===== src/logic/cig_pkg.sv =====
package cig_pkg;

  localparam int NUM_VEC = 32;
  localparam int VEC_W = 5;
  localparam int ADDR_W = 8;
  localparam int DATA_W = 32;
  localparam int MME_W = 3;

  localparam logic [ADDR_W-1:0] OFF_MASK_SET = 8'h0C;
  localparam logic [ADDR_W-1:0] OFF_MASK_CLR = 8'h10;
  localparam logic [ADDR_W-1:0] OFF_COAL = 8'h14;
  localparam logic [ADDR_W-1:0] OFF_EVT_STAT = 8'h18;
  localparam logic [ADDR_W-1:0] OFF_EVT_CLR = 8'h1C;
  localparam logic [ADDR_W-1:0] OFF_EVT_EN = 8'h20;
  localparam logic [ADDR_W-1:0] OFF_STATE = 8'h24;

  localparam int COAL_THR_LSB = 0;
  localparam int COAL_TIM_LSB = 8;
  localparam int COAL_W = 8;

  localparam int EV_MSG = 0;
  localparam int EV_WIRE = 1;
  localparam int EV_CFG = 2;
  localparam int EV_W = 3;

  localparam int ST_INTX_N = 0;
  localparam int ST_MSG_BUSY = 1;
  localparam int ST_MODE_LSB = 4;

  localparam logic [NUM_VEC-1:0] MASK_RST = 32'h0;
  localparam logic [COAL_W-1:0] COAL_RST = 8'h0;
  localparam logic [EV_W-1:0] EVT_RST = 3'h0;
  localparam logic [MME_W-1:0] MME_MAX = 3'h5;

  localparam int CLK_PERIOD_NS = 20;
  localparam int TIME_UNIT_NS = 100000;
  localparam int TIME_UNIT_CYC = TIME_UNIT_NS / CLK_PERIOD_NS;

  typedef enum logic [2:0] {MODE_PIN, MODE_SMSI, MODE_MMSI, MODE_MSIX, MODE_BAD} cig_mode_e;
  typedef enum logic [0:0] {MSG_IDLE, MSG_WAIT} cig_msg_state_e;

  typedef struct packed {
    logic msie;
    logic [MME_W-1:0] mme;
    logic msix;
  } cig_cfg_s;

  typedef struct packed {
    logic valid;
    logic [VEC_W-1:0] vector;
  } cig_msg_s;

  function automatic cig_mode_e decode_mode(input cig_cfg_s c);
    cig_mode_e m;
    if (!c.msie && !c.msix)
      m = MODE_PIN;
    else if (c.msie && c.msix)
      m = MODE_BAD;
    else if (c.msix)
      m = MODE_MSIX;
    else if (c.mme == 3'h0)
      m = MODE_SMSI;
    else if (c.mme <= MME_MAX)
      m = MODE_MMSI;
    else
      m = MODE_BAD;
    return m;
  endfunction : decode_mode

  function automatic logic is_msi(input cig_mode_e m);
    return (m == MODE_SMSI) || (m == MODE_MMSI);
  endfunction : is_msi

endpackage : cig_pkg


===== src/logic/cig_intr_gen.sv =====
// Function
// - Three interrupt modes (pin, single, multiple message), one selected at a time; MSI-X raises none.
// - Admin completion interrupts bypass coalescing delay.
// - Accept entry threshold hint, one value shared by all vectors.
// - Accept maximum delay hint, loosely honoured.
// - Coalescing settings readable and writable.
// - Mode chosen from enable bits and field.
// - Hidden per-vector status drives wire/messages.
// - Status set: pending, enabled, unmasked.
// - Mask acts before message logic.
// - Pin mode: line low while status0 set.
// - Message on rise or unmask while set.
// - Partial clear: wire stays, new message.
// - All clear: wire released, no message.
// - Mask set and clear registers per bit.
// - All acknowledged entries drop the vector.
// - One vector in pin/single, up to 32.
`timescale 1ns/1ps
module cig_intr_gen #(
  parameter int NV = cig_pkg::NUM_VEC,
  parameter int TICK_CYC = cig_pkg::TIME_UNIT_CYC
) (
  input wire logic ref_clk, // 50 MHz clock
  input wire logic nrst, // Async reset, low
  input wire logic [cig_pkg::ADDR_W-1:0] addr, // Register address
  input wire logic [cig_pkg::DATA_W-1:0] wdata, // Write data
  input wire logic wr, // Write strobe
  input wire logic rd, // Read strobe
  output logic [cig_pkg::DATA_W-1:0] rdata, // Read data, next cycle
  input wire cig_pkg::cig_cfg_s cfg, // MSI capability state
  input wire logic [NV-1:0] cq_pending, // Unacked entries per vector
  input wire logic [NV-1:0] cq_ien, // Queue has interrupts on
  input wire logic [NV-1:0] cq_post, // Entry posted per vector
  input wire logic admin_pending, // Admin queue unacked
  input wire logic msi_ack, // Message accepted
  output cig_pkg::cig_msg_s msg, // Message request
  output logic intx_n, // Legacy line, low active
  output logic irq // Local interrupt
);

  localparam int TICK_W = $clog2(TICK_CYC + 1);
  localparam logic [TICK_W-1:0] TICK_LAST = TICK_W'(TICK_CYC - 1);

  logic [NV-1:0] vector_mask_bits;
  logic [NV-1:0] vector_pending_status;
  logic [NV-1:0] next_status;
  logic [NV-1:0] msg_req;
  logic [NV-1:0] next_req;
  logic [NV-1:0] served;
  logic [NV-1:0] raw;
  logic [NV-1:0] post_map;
  logic [NV-1:0] ready;
  logic [NV-1:0] rise;
  logic [NV-1:0] fell;
  logic [NV-1:0] in_range;
  logic [cig_pkg::COAL_W-1:0] coal_thr;
  logic [cig_pkg::COAL_W-1:0] coal_tim;
  logic [cig_pkg::EV_W-1:0] evt;
  logic [cig_pkg::EV_W-1:0] evt_en;
  logic [cig_pkg::EV_W-1:0] evt_set;
  logic [TICK_W-1:0] tick_cnt;
  logic tick;
  logic pick_valid;
  logic [cig_pkg::VEC_W-1:0] pick_idx;
  logic bad_q;
  logic partial;
  logic launch;
  cig_pkg::cig_mode_e mode;
  cig_pkg::cig_mode_e mode_q;
  cig_pkg::cig_msg_state_e state;

  assign mode = cig_pkg::decode_mode(cfg);

  always_ff @(posedge ref_clk or negedge nrst)
  begin
    if (!nrst)
    begin
      mode_q <= cig_pkg::MODE_PIN;
      bad_q <= 1'b0;
    end
    else
    begin
      mode_q <= mode;
      bad_q <= (mode == cig_pkg::MODE_BAD);
    end
  end

  // Coalescing time base
  always_ff @(posedge ref_clk or negedge nrst)
  begin
    if (!nrst)
      tick_cnt <= '0;
    else if (tick_cnt == TICK_LAST)
      tick_cnt <= '0;
    else
      tick_cnt <= tick_cnt + 1'b1;
  end

  assign tick = (tick_cnt == TICK_LAST);

  // Vectors allowed by the enabled-vectors field
  always_comb
  begin
    in_range = '0;
    for (int i = 0; i < NV; i++)
      in_range[i] = (i < (1 << cfg.mme));
  end

  always_comb
  begin
    raw = '0;
    post_map = '0;
    case (mode_q)
      cig_pkg::MODE_PIN, cig_pkg::MODE_SMSI:
      begin
        raw[0] = |(cq_pending & cq_ien) | admin_pending;
        post_map[0] = |(cq_post & cq_ien);
      end
      cig_pkg::MODE_MMSI:
      begin
        raw = cq_pending & cq_ien & in_range;
        raw[0] = raw[0] | admin_pending;
        post_map = cq_post & cq_ien & in_range;
      end
      default:
      begin
        raw = '0;
        post_map = '0;
      end
    endcase
  end

  genvar gv;
  generate
    for (gv = 0; gv < NV; gv++)
    begin : g_coal
      cig_coal #(
        .CNT_W(cig_pkg::COAL_W)
      ) u_coal (
        .ref_clk(ref_clk),
        .nrst(nrst),
        .pending(raw[gv]),
        .post(post_map[gv]),
        .bypass((gv == 0) ? admin_pending : 1'b0),
        .thr(coal_thr),
        .tim(coal_tim),
        .tick(tick),
        .ready(ready[gv])
      );
    end
  endgenerate

  // status needs pending, enable, no mask
  assign next_status = raw & ready & ~vector_mask_bits;

  always_ff @(posedge ref_clk or negedge nrst)
  begin
    if (!nrst)
      vector_pending_status <= '0;
    else
      vector_pending_status <= next_status;
  end

  assign rise = next_status & ~vector_pending_status;
  assign fell = vector_pending_status & ~next_status;
  assign partial = (|fell) && (|next_status);

  cig_pick #(
    .N(NV),
    .W(cig_pkg::VEC_W)
  ) u_pick (
    .req(msg_req),
    .valid(pick_valid),
    .idx(pick_idx)
  );

  assign launch = (state == cig_pkg::MSG_IDLE) && pick_valid && cig_pkg::is_msi(mode_q);

  always_comb
  begin
    served = '0;
    if (launch)
      served[pick_idx] = 1'b1;
  end

  // rise or unmask queues a message
  always_comb
  begin
    next_req = '0;
    if (cig_pkg::is_msi(mode_q))
    begin
      next_req = (msg_req & ~served & next_status) | rise;
      if (partial)
        next_req = next_req | next_status;
    end
  end

  always_ff @(posedge ref_clk or negedge nrst)
  begin
    if (!nrst)
      msg_req <= '0;
    else
      msg_req <= next_req;
  end

  // Message handshake
  always_ff @(posedge ref_clk or negedge nrst)
  begin
    if (!nrst)
    begin
      state <= cig_pkg::MSG_IDLE;
      msg <= '0;
    end
    else
    begin
      case (state)
        cig_pkg::MSG_IDLE:
        begin
          if (launch)
          begin
            msg.valid <= 1'b1;
            msg.vector <= pick_idx;
            state <= cig_pkg::MSG_WAIT;
          end
        end
        cig_pkg::MSG_WAIT:
        begin
          if (msi_ack)
          begin
            msg.valid <= 1'b0;
            state <= cig_pkg::MSG_IDLE;
          end
        end
        default:
        begin
          msg <= '0;
          state <= cig_pkg::MSG_IDLE;
        end
      endcase
    end
  end

  // level wire from status bit 0
  always_ff @(posedge ref_clk or negedge nrst)
  begin
    if (!nrst)
      intx_n <= 1'b1;
    else
      intx_n <= !((mode_q == cig_pkg::MODE_PIN) && vector_pending_status[0]);
  end

  always_ff @(posedge ref_clk or negedge nrst)
  begin
    if (!nrst)
      vector_mask_bits <= cig_pkg::MASK_RST;
    else if (wr && addr == cig_pkg::OFF_MASK_SET)
      vector_mask_bits <= vector_mask_bits | wdata[NV-1:0];
    else if (wr && addr == cig_pkg::OFF_MASK_CLR)
      vector_mask_bits <= vector_mask_bits & ~wdata[NV-1:0];
  end

  always_ff @(posedge ref_clk or negedge nrst)
  begin
    if (!nrst)
    begin
      coal_thr <= cig_pkg::COAL_RST;
      coal_tim <= cig_pkg::COAL_RST;
    end
    else if (wr && addr == cig_pkg::OFF_COAL)
    begin
      coal_thr <= wdata[cig_pkg::COAL_THR_LSB +: cig_pkg::COAL_W];
      coal_tim <= wdata[cig_pkg::COAL_TIM_LSB +: cig_pkg::COAL_W];
    end
  end

  // Local events
  always_comb
  begin
    evt_set = '0;
    evt_set[cig_pkg::EV_MSG] = (state == cig_pkg::MSG_WAIT) && msi_ack;
    evt_set[cig_pkg::EV_WIRE] = intx_n && (mode_q == cig_pkg::MODE_PIN) && vector_pending_status[0];
    evt_set[cig_pkg::EV_CFG] = (mode == cig_pkg::MODE_BAD) && !bad_q;
  end

  // Set wins over clear
  always_ff @(posedge ref_clk or negedge nrst)
  begin
    if (!nrst)
      evt <= cig_pkg::EVT_RST;
    else if (wr && addr == cig_pkg::OFF_EVT_CLR)
      evt <= (evt & ~wdata[cig_pkg::EV_W-1:0]) | evt_set;
    else
      evt <= evt | evt_set;
  end

  always_ff @(posedge ref_clk or negedge nrst)
  begin
    if (!nrst)
      evt_en <= cig_pkg::EVT_RST;
    else if (wr && addr == cig_pkg::OFF_EVT_EN)
      evt_en <= wdata[cig_pkg::EV_W-1:0];
  end

  always_ff @(posedge ref_clk or negedge nrst)
  begin
    if (!nrst)
      irq <= 1'b0;
    else
      irq <= |(evt & evt_en);
  end

  // Register read port
  always_ff @(posedge ref_clk or negedge nrst)
  begin
    if (!nrst)
      rdata <= '0;
    else if (rd)
    begin
      rdata <= '0;
      case (addr)
        cig_pkg::OFF_MASK_SET, cig_pkg::OFF_MASK_CLR:
          rdata[NV-1:0] <= vector_mask_bits;
        cig_pkg::OFF_COAL:
        begin
          rdata[cig_pkg::COAL_THR_LSB +: cig_pkg::COAL_W] <= coal_thr;
          rdata[cig_pkg::COAL_TIM_LSB +: cig_pkg::COAL_W] <= coal_tim;
        end
        cig_pkg::OFF_EVT_STAT:
          rdata[cig_pkg::EV_W-1:0] <= evt;
        cig_pkg::OFF_EVT_EN:
          rdata[cig_pkg::EV_W-1:0] <= evt_en;
        cig_pkg::OFF_STATE:
        begin
          rdata[cig_pkg::ST_INTX_N] <= intx_n;
          rdata[cig_pkg::ST_MSG_BUSY] <= msg.valid;
          rdata[cig_pkg::ST_MODE_LSB +: 3] <= mode_q;
        end
        default:
          rdata <= '0;
      endcase
    end
  end

endmodule : cig_intr_gen


===== src/logic/cig_coal.sv =====
`timescale 1ns/1ps
module cig_coal #(
  parameter int CNT_W = 8
) (
  input wire logic ref_clk, // Clock
  input wire logic nrst, // Async reset, low
  input wire logic pending, // Vector has unacked entries
  input wire logic post, // Entry posted this cycle
  input wire logic bypass, // Raise without delay
  input wire logic [CNT_W-1:0] thr, // Entry threshold hint
  input wire logic [CNT_W-1:0] tim, // Time hint in ticks
  input wire logic tick, // Time unit strobe
  output logic ready // Vector may interrupt
);

  logic [CNT_W-1:0] cnt;
  logic [CNT_W-1:0] age;

  always_ff @(posedge ref_clk or negedge nrst)
  begin
    if (!nrst)
    begin
      cnt <= '0;
      age <= '0;
    end
    else if (!pending)
    begin
      cnt <= '0;
      age <= '0;
    end
    else
    begin
      if (post && cnt != '1)
        cnt <= cnt + 1'b1;
      if (tick && age != '1)
        age <= age + 1'b1;
    end
  end

  always_ff @(posedge ref_clk or negedge nrst)
  begin
    if (!nrst)
      ready <= 1'b0;
    else if (!pending)
      ready <= 1'b0;
    else
      ready <= ready || bypass || (thr == '0 && tim == '0) || (thr != '0 && cnt >= thr)
               || (tim != '0 && age >= tim);
  end

endmodule : cig_coal


===== src/logic/cig_pick.sv =====
`timescale 1ns/1ps
module cig_pick #(
  parameter int N = 32,
  parameter int W = 5
) (
  input wire logic [N-1:0] req, // Request bits
  output logic valid, // Any request
  output logic [W-1:0] idx // Lowest request
);

  always_comb
  begin
    valid = 1'b0;
    idx = '0;
    for (int i = N - 1; i >= 0; i--)
    begin
      if (req[i])
      begin
        valid = 1'b1;
        idx = W'(i);
      end
    end
  end

endmodule : cig_pick


===== config.mk =====
export PLATFORM = sky130hd
export DESIGN_NAME = cig_intr_gen
export DESIGN_NICKNAME = d
export VERILOG_FILES = /design/src/logic/cig_pkg.sv /design/src/logic/cig_intr_gen.sv /design/src/logic/cig_coal.sv /design/src/logic/cig_pick.sv
export SDC_FILE = /design/constraint.sdc
export NUM_CORES = 2
export LEC_CHECK = 0
export BUFFER_PORTS_ARGS = -buffer_cell sky130_fd_sc_hd__buf_2
export CORE_MARGIN = 2
export CORE_UTILIZATION = 25
export CTS_CLUSTER_SIZE = 28
export DETAILED_ROUTE_END_ITERATION = 12
export SLEW_MARGIN = 25
export SYNTH_ARGS = -nofsm -noshare
export SYNTH_HDL_FRONTEND = slang
export SYNTH_SLANG_ARGS = --single-unit

===== constraint.sdc =====
create_clock -name ref_clk -period 3.6 [get_ports ref_clk]
set_input_delay 0.18 -clock ref_clk [delete_from_list [all_inputs] [get_ports ref_clk]]
set_output_delay 0.18 -clock ref_clk [all_outputs]
set_load 0.03 [all_outputs]

### Word-level counts from Yosys, hierarchy flattened

Cells that the tools add are included.

| storage, ports and cells | value |
|---|---|
| bits in registers | 720 |
| output and inout port bits | 40 |
| logic and storage cells | 962 |

| cells by class | value |
|---|---|
| shifts and indexed selects | 1 |
| add/sub/neg operators | 65 |
| equal/unequal tests | 141 |
| mux-type cells | 254 |
| bitwise gates (word level) | 27 |
| reductions and logical operators | 263 |
| order comparisons | 99 |

Operator list:

| cell | number |
|---|---|
| $mux 8 | 128 |
| $add 8x1->8 const B | 64 |
| $ge 8x8->1 | 64 |
| $lt 6x32->1 const A | 16 |
| $ne 8x8->1 const B | 64 |
| $and 32x32->32 | 11 |
| $lt 5x32->1 const A | 8 |
| $mux 32 | 5 |
| $mux 5 | 32 |
| $not 32->32 | 5 |
| $logic_and 1x1->1 | 145 |
| $ne 2x2->1 const B | 66 |
| $lt 4x32->1 const A | 4 |
| $reduce_or 32->1 | 4 |
| $logic_or 1x1->1 | 98 |
| $or 32x32->32 | 3 |
| $mux 1 | 68 |
| $lt 3x32->1 const A | 2 |
| $mux 31 | 2 |
| $eq 8x5->1 const B | 4 |
| $lt 1x32->1 const A | 1 |
| $lt 2x32->1 const A | 1 |
| $shl 1x3->32 const A | 1 |
| $mux 3 | 6 |
| 32 further kinds | 48 |

### Depth between registers and ports, before layout

| depth | value |
|---|---|
| depth in word-level cells | 44 |
| depth in mapped cells | 11 |
| gate-level depth less buffers | 9 |

### Modules after synthesis

A second synthesis with hierarchy kept.

| second synthesis, totals | value |
|---|---|
| cell total of the unflattened synthesis | 5427 |
| area total of the unflattened synthesis | 49217.2 um2 |

By module, submodules not included:

| module | area an instance (um2) | instances | cells an instance | sequential area each (um2) |
|---|---|---|---|---|
| cig_coal | 1256.2 | 32 | 140 | 425.4 |
| cig_intr_gen | 8648.3 | 1 | 882 | 4405.5 |
| cig_pick | 370.4 | 1 | 65 | 0.0 |

### Worst setup path before layout

No wires, ideal clock.

| timing | value |
|---|---|
| path type | register to register |
| from | reg mode_q[2] |
| to | reg msg_req[16] |
| clock period less this slack | 2675 ps |
| setup time | 144 ps |
| cell stages (with the launch flop) | 10 |
| slack | 925 ps |
| arrival | 2531 ps |
| data required time | 3456 ps |
| path buffers | 2 |
| path through | dfrtp_1 -> buf_2 -> or3b_1 -> or4_1 -> a22o_1 -> a2111oi_2 -> o2111ai_1 -> o31ai_2 -> buf_6 -> a311oi_1 |

| on the way | value |
|---|---|
| cells in the longest elaborated chain, start to end | 11 |

Ends and longest elaborated chain:

| element | line | RTL |
|---|---|---|
| start: declaration | cig_intr_gen.sv:69 | `cig_pkg::cig_mode_e mode_q;` |
| start signal: assignment | cig_intr_gen.sv:78 | `mode_q <= cig_pkg::MODE_PIN;` |
| start signal: assignment | cig_intr_gen.sv:83 | `mode_q <= mode;` |
| $eq 3x1->1, or another cell as far along | cig_pkg.sv:71, cig_intr_gen.sv:113 |  |
| $reduce_or 2->1 or $logic_or 1x1->1 (tied branches) | cig_intr_gen.sv:113, cig_pkg.sv:71 |  |
| $pmux 1 s2 or $logic_and 1x1->1 (tied branches) | cig_intr_gen.sv:113, cig_intr_gen.sv:177 |  |
| $and 32x32->32 or $mux 32 (tied branches) | cig_intr_gen.sv:154, cig_intr_gen.sv:182 |  |
| $and 32x32->32 or $not 32->32 (tied branches) | cig_intr_gen.sv:154, cig_intr_gen.sv:192 |  |
| $not 32->32 or $and 32x32->32 (tied branches) | cig_intr_gen.sv:165, cig_intr_gen.sv:192 |  |
| $and 32x32->32 (on tied branches) | cig_intr_gen.sv:165, cig_intr_gen.sv:192 |  |
| $reduce_or 32->1 or $or 32x32->32 (tied branches) | cig_intr_gen.sv:166, cig_intr_gen.sv:192 |  |
| $logic_and 1x1->1 or $or 32x32->32 (tied branches) | cig_intr_gen.sv:166, cig_intr_gen.sv:194 |  |
| $mux 32 | cig_intr_gen.sv:193 | `if (partial)` |
| $mux 32 * | cig_intr_gen.sv:190 | `if (cig_pkg::is_msi(mode_q))` |
| net next_req[16] | cig_intr_gen.sv:48 | `logic [NV-1:0] next_req;` |
| end signal: assignment | cig_intr_gen.sv:203 | `msg_req <= next_req;` |
| end: declaration | cig_intr_gen.sv:47 | `logic [NV-1:0] msg_req;` |

The timed path passes the listed nets; every way through them passes the cells marked *.
A chain may end at the register's enable or synchronous reset.

### Final worst setup path

| timing | value |
|---|---|
| from | reg mode_q[2] |
| to | reg msg_req[23] |

RTL lines:

| element | line | RTL |
|---|---|---|
| $eq 3x2->1 * | cig_intr_gen.sv:113 | `case (mode_q)` |
| $mux 31 * | cig_intr_gen.sv:113 |  |
| $and 32x32->32 * (2 in series) | cig_intr_gen.sv:154 | `assign next_status = raw & ready & ~vector_mask_bits;` |
| net next_status[11] | cig_intr_gen.sv:46 | `logic [NV-1:0] next_status;` |
| $not 32->32 | cig_intr_gen.sv:165 | `assign fell = vector_pending_status & ~next_status;` |
| $and 32x32->32 | cig_intr_gen.sv:165 |  |
| $reduce_or 32->1 | cig_intr_gen.sv:166 | `assign partial = (\|fell) && (\|next_status);` |
| $logic_and 1x1->1 * | cig_intr_gen.sv:166 |  |
| $mux 32 * | cig_intr_gen.sv:193 |  |
| $mux 32 * | cig_intr_gen.sv:190 |  |
| net next_req[23] | cig_intr_gen.sv:48 |  |

Marks and branches as above.

==> results.toml <==
[outcome]
outcome = "completed"

[sta]
rsz0062_at_grt = "false"
drv_slew = 0
hold_slack_ns = 0.0370
relSlewSlack = 0.358
setup_tns_ns = 0
hold_viol = 0
setup_viol_count_final = 0
min_period_ns = 3.35
fmax_mhz = 299
tightest_slew_ns = 0.962
min_period_over_period = 0.930
clock_skew_ns = 0.0296

[synth]
synth_cells = 4767
synth_top_family_by_area = "simple AND/OR/NAND/NOR gates"
synth.most_common_cell = "dfrtp_1"
synth_flop_cell = "dfrtp_1"
synthXorXnorAreaFrac = 0.0780
seq_area_frac_synth = 0.401
synth_area_leader_cell = "dfrtp_1"
synthesis.nets = 5491
synth_cell_types = 70
yosys-top-cells-area = "dfrtp_1 (40%), ha_1 (16%), nor2_1 (5.5%)"
synthAdderAreaFrac = 0.161
ys_warn_count = 0
synth_edf_count = 0
async_flop_share = 1.00
ys_top_cells_by_count = "dfrtp_1 (719), nor2_1 (654), ha_1 (577), nand2_1 (358), xor2_1 (259)"
yosysTopAreaCellShare = 0.400
synthSimpleGateAreaFrac = 0.193
synthMuxAreaShare = 0.0157
ys_ff_latch = 720
syn_area_sq_um = 44900
synth_compound_area_frac = 0.127
syn_avg_cell_area_sq_um = 9.43

[power]
power_frac_clock = 0.465
p_seq_frac = 0.410
p_int_mw = 14.7
p_sw_mw = 5.51
p_leak_nw = 23.2
p_per_area_nw_per_um2 = 379
combPwrFrac = 0.125
finalPower_mw = 20.2
ir_drop_mv = 0.316
p_sw_frac = 0.272

[worst_setup_path]
cp.arrival_ns = 3.90
end_kind = "flip-flop"
start_kind = "flip-flop"
cp_data_required_time_ns = 4.15
crit_chain = "buf_4, and4bb_2, buf_4, nand3_1, dlygate4sd3_1, nor3_1, nor3_1, o2111ai_1, o31ai_4, buf_4, buf_12, a311oi_1"
critPathCapture = "msg_req[23]"
r2r_slack_ns = 0.25
crit_fanout = 15
max_stage_delay_ns = 0.57
r2r_start = "mode_q[2]"
r2r-end = "msg_req[23]"
path_buf_inv = 5
path_depth = 12
cp_common_cell = "buf_4"
crit_slowest_cell = "dlygate4sd3_1"
critPathTopFamily = "buffers and inverters"
worst-setup-path-type = "reg2reg"
reg2reg_depth = 12
cp-startpoint = "mode_q[2]"

[global_routing]
grt_max_degree = 120
grt.overflow.total = 0
track_usage = 0.160
first_global_vias = 36915
grt_pass1_wl_um = 227000
antenna_found_initial = 21

[cells_and_area]
layout.nets = 5847
stdcell_count = 7559
syn_to_final_growth_pct = 18.8
drive_gt1_frac = 0.0960

[floorplanning]
core-area_sq_um = 178000
die_h_um = 428
die_x_um = 428
num_rows = 155
io_pins = 187
die_area_sq_um = 183000
start_util = 0.252

[clocking]
clk_path_buf_depth = 3
cts.sinks = 720
cts_buffers = 88
htreeDepth = 3
clock_latency_ns = 0.68
cts_root_buf = "clkbuf_16"
cts_tree = "built"
path_clk_slew_ns = 0.06

[drt]
drtAntennaViolNets = 0
drc = 0
vias = 37463
dr.pass1.iters = 6
wl_per_cell_um = 19.8
routed_via_density = 4.96
drtIter0Drc = 3020
wl_um = 150000

[placed_design]
finalWeightedCongestion = 0.975
numPortBuffers = 186
placed_cells = 7314
dp_hpwl_um = 109000

[min_path]
hp-class = "in2reg"

[run]
max-cap-violations = 0
## power by group through the flow
stage / clock network [mW] / logic, mW / registers (mW)
floorplan: 0 / 1.20 / 8.44
global placement: 0 / 2.41 / 8.44
detailed placement: 0 / 2.46 / 8.44
CTS: 9.58 / 2.53 / 8.29
global route: 9.92 / 2.77 / 8.29
finish: 9.41 / 2.53 / 8.29
## final cells by class
| cell class | count | area [sq um] |
|---|---|---|
| antenna | 8 | 20.0 |
| clock buffer | 126 | 2610 |
| clock inverter | 37 | 427 |
| fill | 18454 | 125000 |
| inverter | 181 | 679 |
| multi-input combinational | 3764 | 25900 |
| sequential | 720 | 18000 |
| tap | 2355 | 2950 |
| timing repair buffer | 368 | 2810 |
## metal layers
layer  track usage  share of wire
met1         0.186           0.40
met2         0.274           0.48
met3        0.0225          0.043
met4         0.106          0.078
met5             0        0.00014
## worst min path at each step
stage | start | endpoint | slack, ns | cells past startpoint
2_1_floorplan | nrst | asynchronous set/reset pin | -0.12 | 0
4_1_cts | cq_ien[18] | vector_pending_status[18] | 0.006 | 3
5_1_grt | cq_ien[2] | vector_pending_status[2] | 0.01 | 3
6_report | cq_ien[5] | vector_pending_status[5] | 0.04 | 3
3_5_place_dp | nrst | g_coal[27].u_coal.age[2] | 0.17 | 1
3_3_place_gp | nrst | g_coal[27].u_coal.age[2] | 0.17 | 1
## worst reg2reg max path, delay by kind of cell (launching register included)
kind	cells	cell delay (ns)
buffers and inverters	5	1.29
and+or+nand+nor	4	0.98
AOI/OAI and AO/OA	3	0.56
DFF	1	0.38
## through the flow
step | instance area (sq um) | util | setup WS [ns]
after floorplan | 44900 | - | 0.925
after global placement | 49600 | 0.278 | 0.280
after detailed placement | 49600 | 0.278 | 0.271
after CTS | 53300 | 0.299 | 0.0407
after global routing | 53400 | 0.299 | 0.0828
final | 53400 | 0.299 | 0.250
## what timing repair did
action	4_1_cts	5_1_grt
hold buffers	72	0
hold endpoints to repair	266	0
resized for setup	0	1
setup endpoints to repair	0	29
buffers inserted	0	2
## registers in the layout, summed over array words and instances (netlist names), named ones only
| name | flops |
|---|---|
| evt_en | 3 |
| coal_tim | 8 |
| msg_req | 32 |
| intx_n | 1 |
| tick_cnt | 13 |
| g_coal.u_coal.cnt | 256 |
| g_coal.u_coal.ready | 32 |
| evt | 3 |
| irq | 1 |
| mode_q | 3 |
| state | 1 |
| msg | 6 |
| coal_thr | 8 |
| bad_q | 1 |
| g_coal.u_coal.age | 256 |
| rdata | 32 |
| vector_pending_status | 32 |
## cells by family after synthesis
| logic type | count (synthesis) |
|---|---|
| AO/OA/AOI/OAI | 900 |
| XOR/XNOR | 400 |
| adder cells (fa/ha/maj) | 577 |
| buffers and inverters | 283 |
| flip-flops | 720 |
| multiplexers | 68 |
| AND/OR/NAND/NOR | 1819 |
## cells in the final DEF, fill, tap and decap left out, drive strengths merged, types with 92 or more instances in the layout
cell type	count
a21o	133
xor2	259
nor2	654
ha	577
nand4	152
nand2b	92
nand2	358
clkbuf	126
inv	184
xnor2	141
dfrtp	719
a21oi	231
and3	98
o21ai	202
buf	296
nand3	215
(Power assumes the default switching activity.)
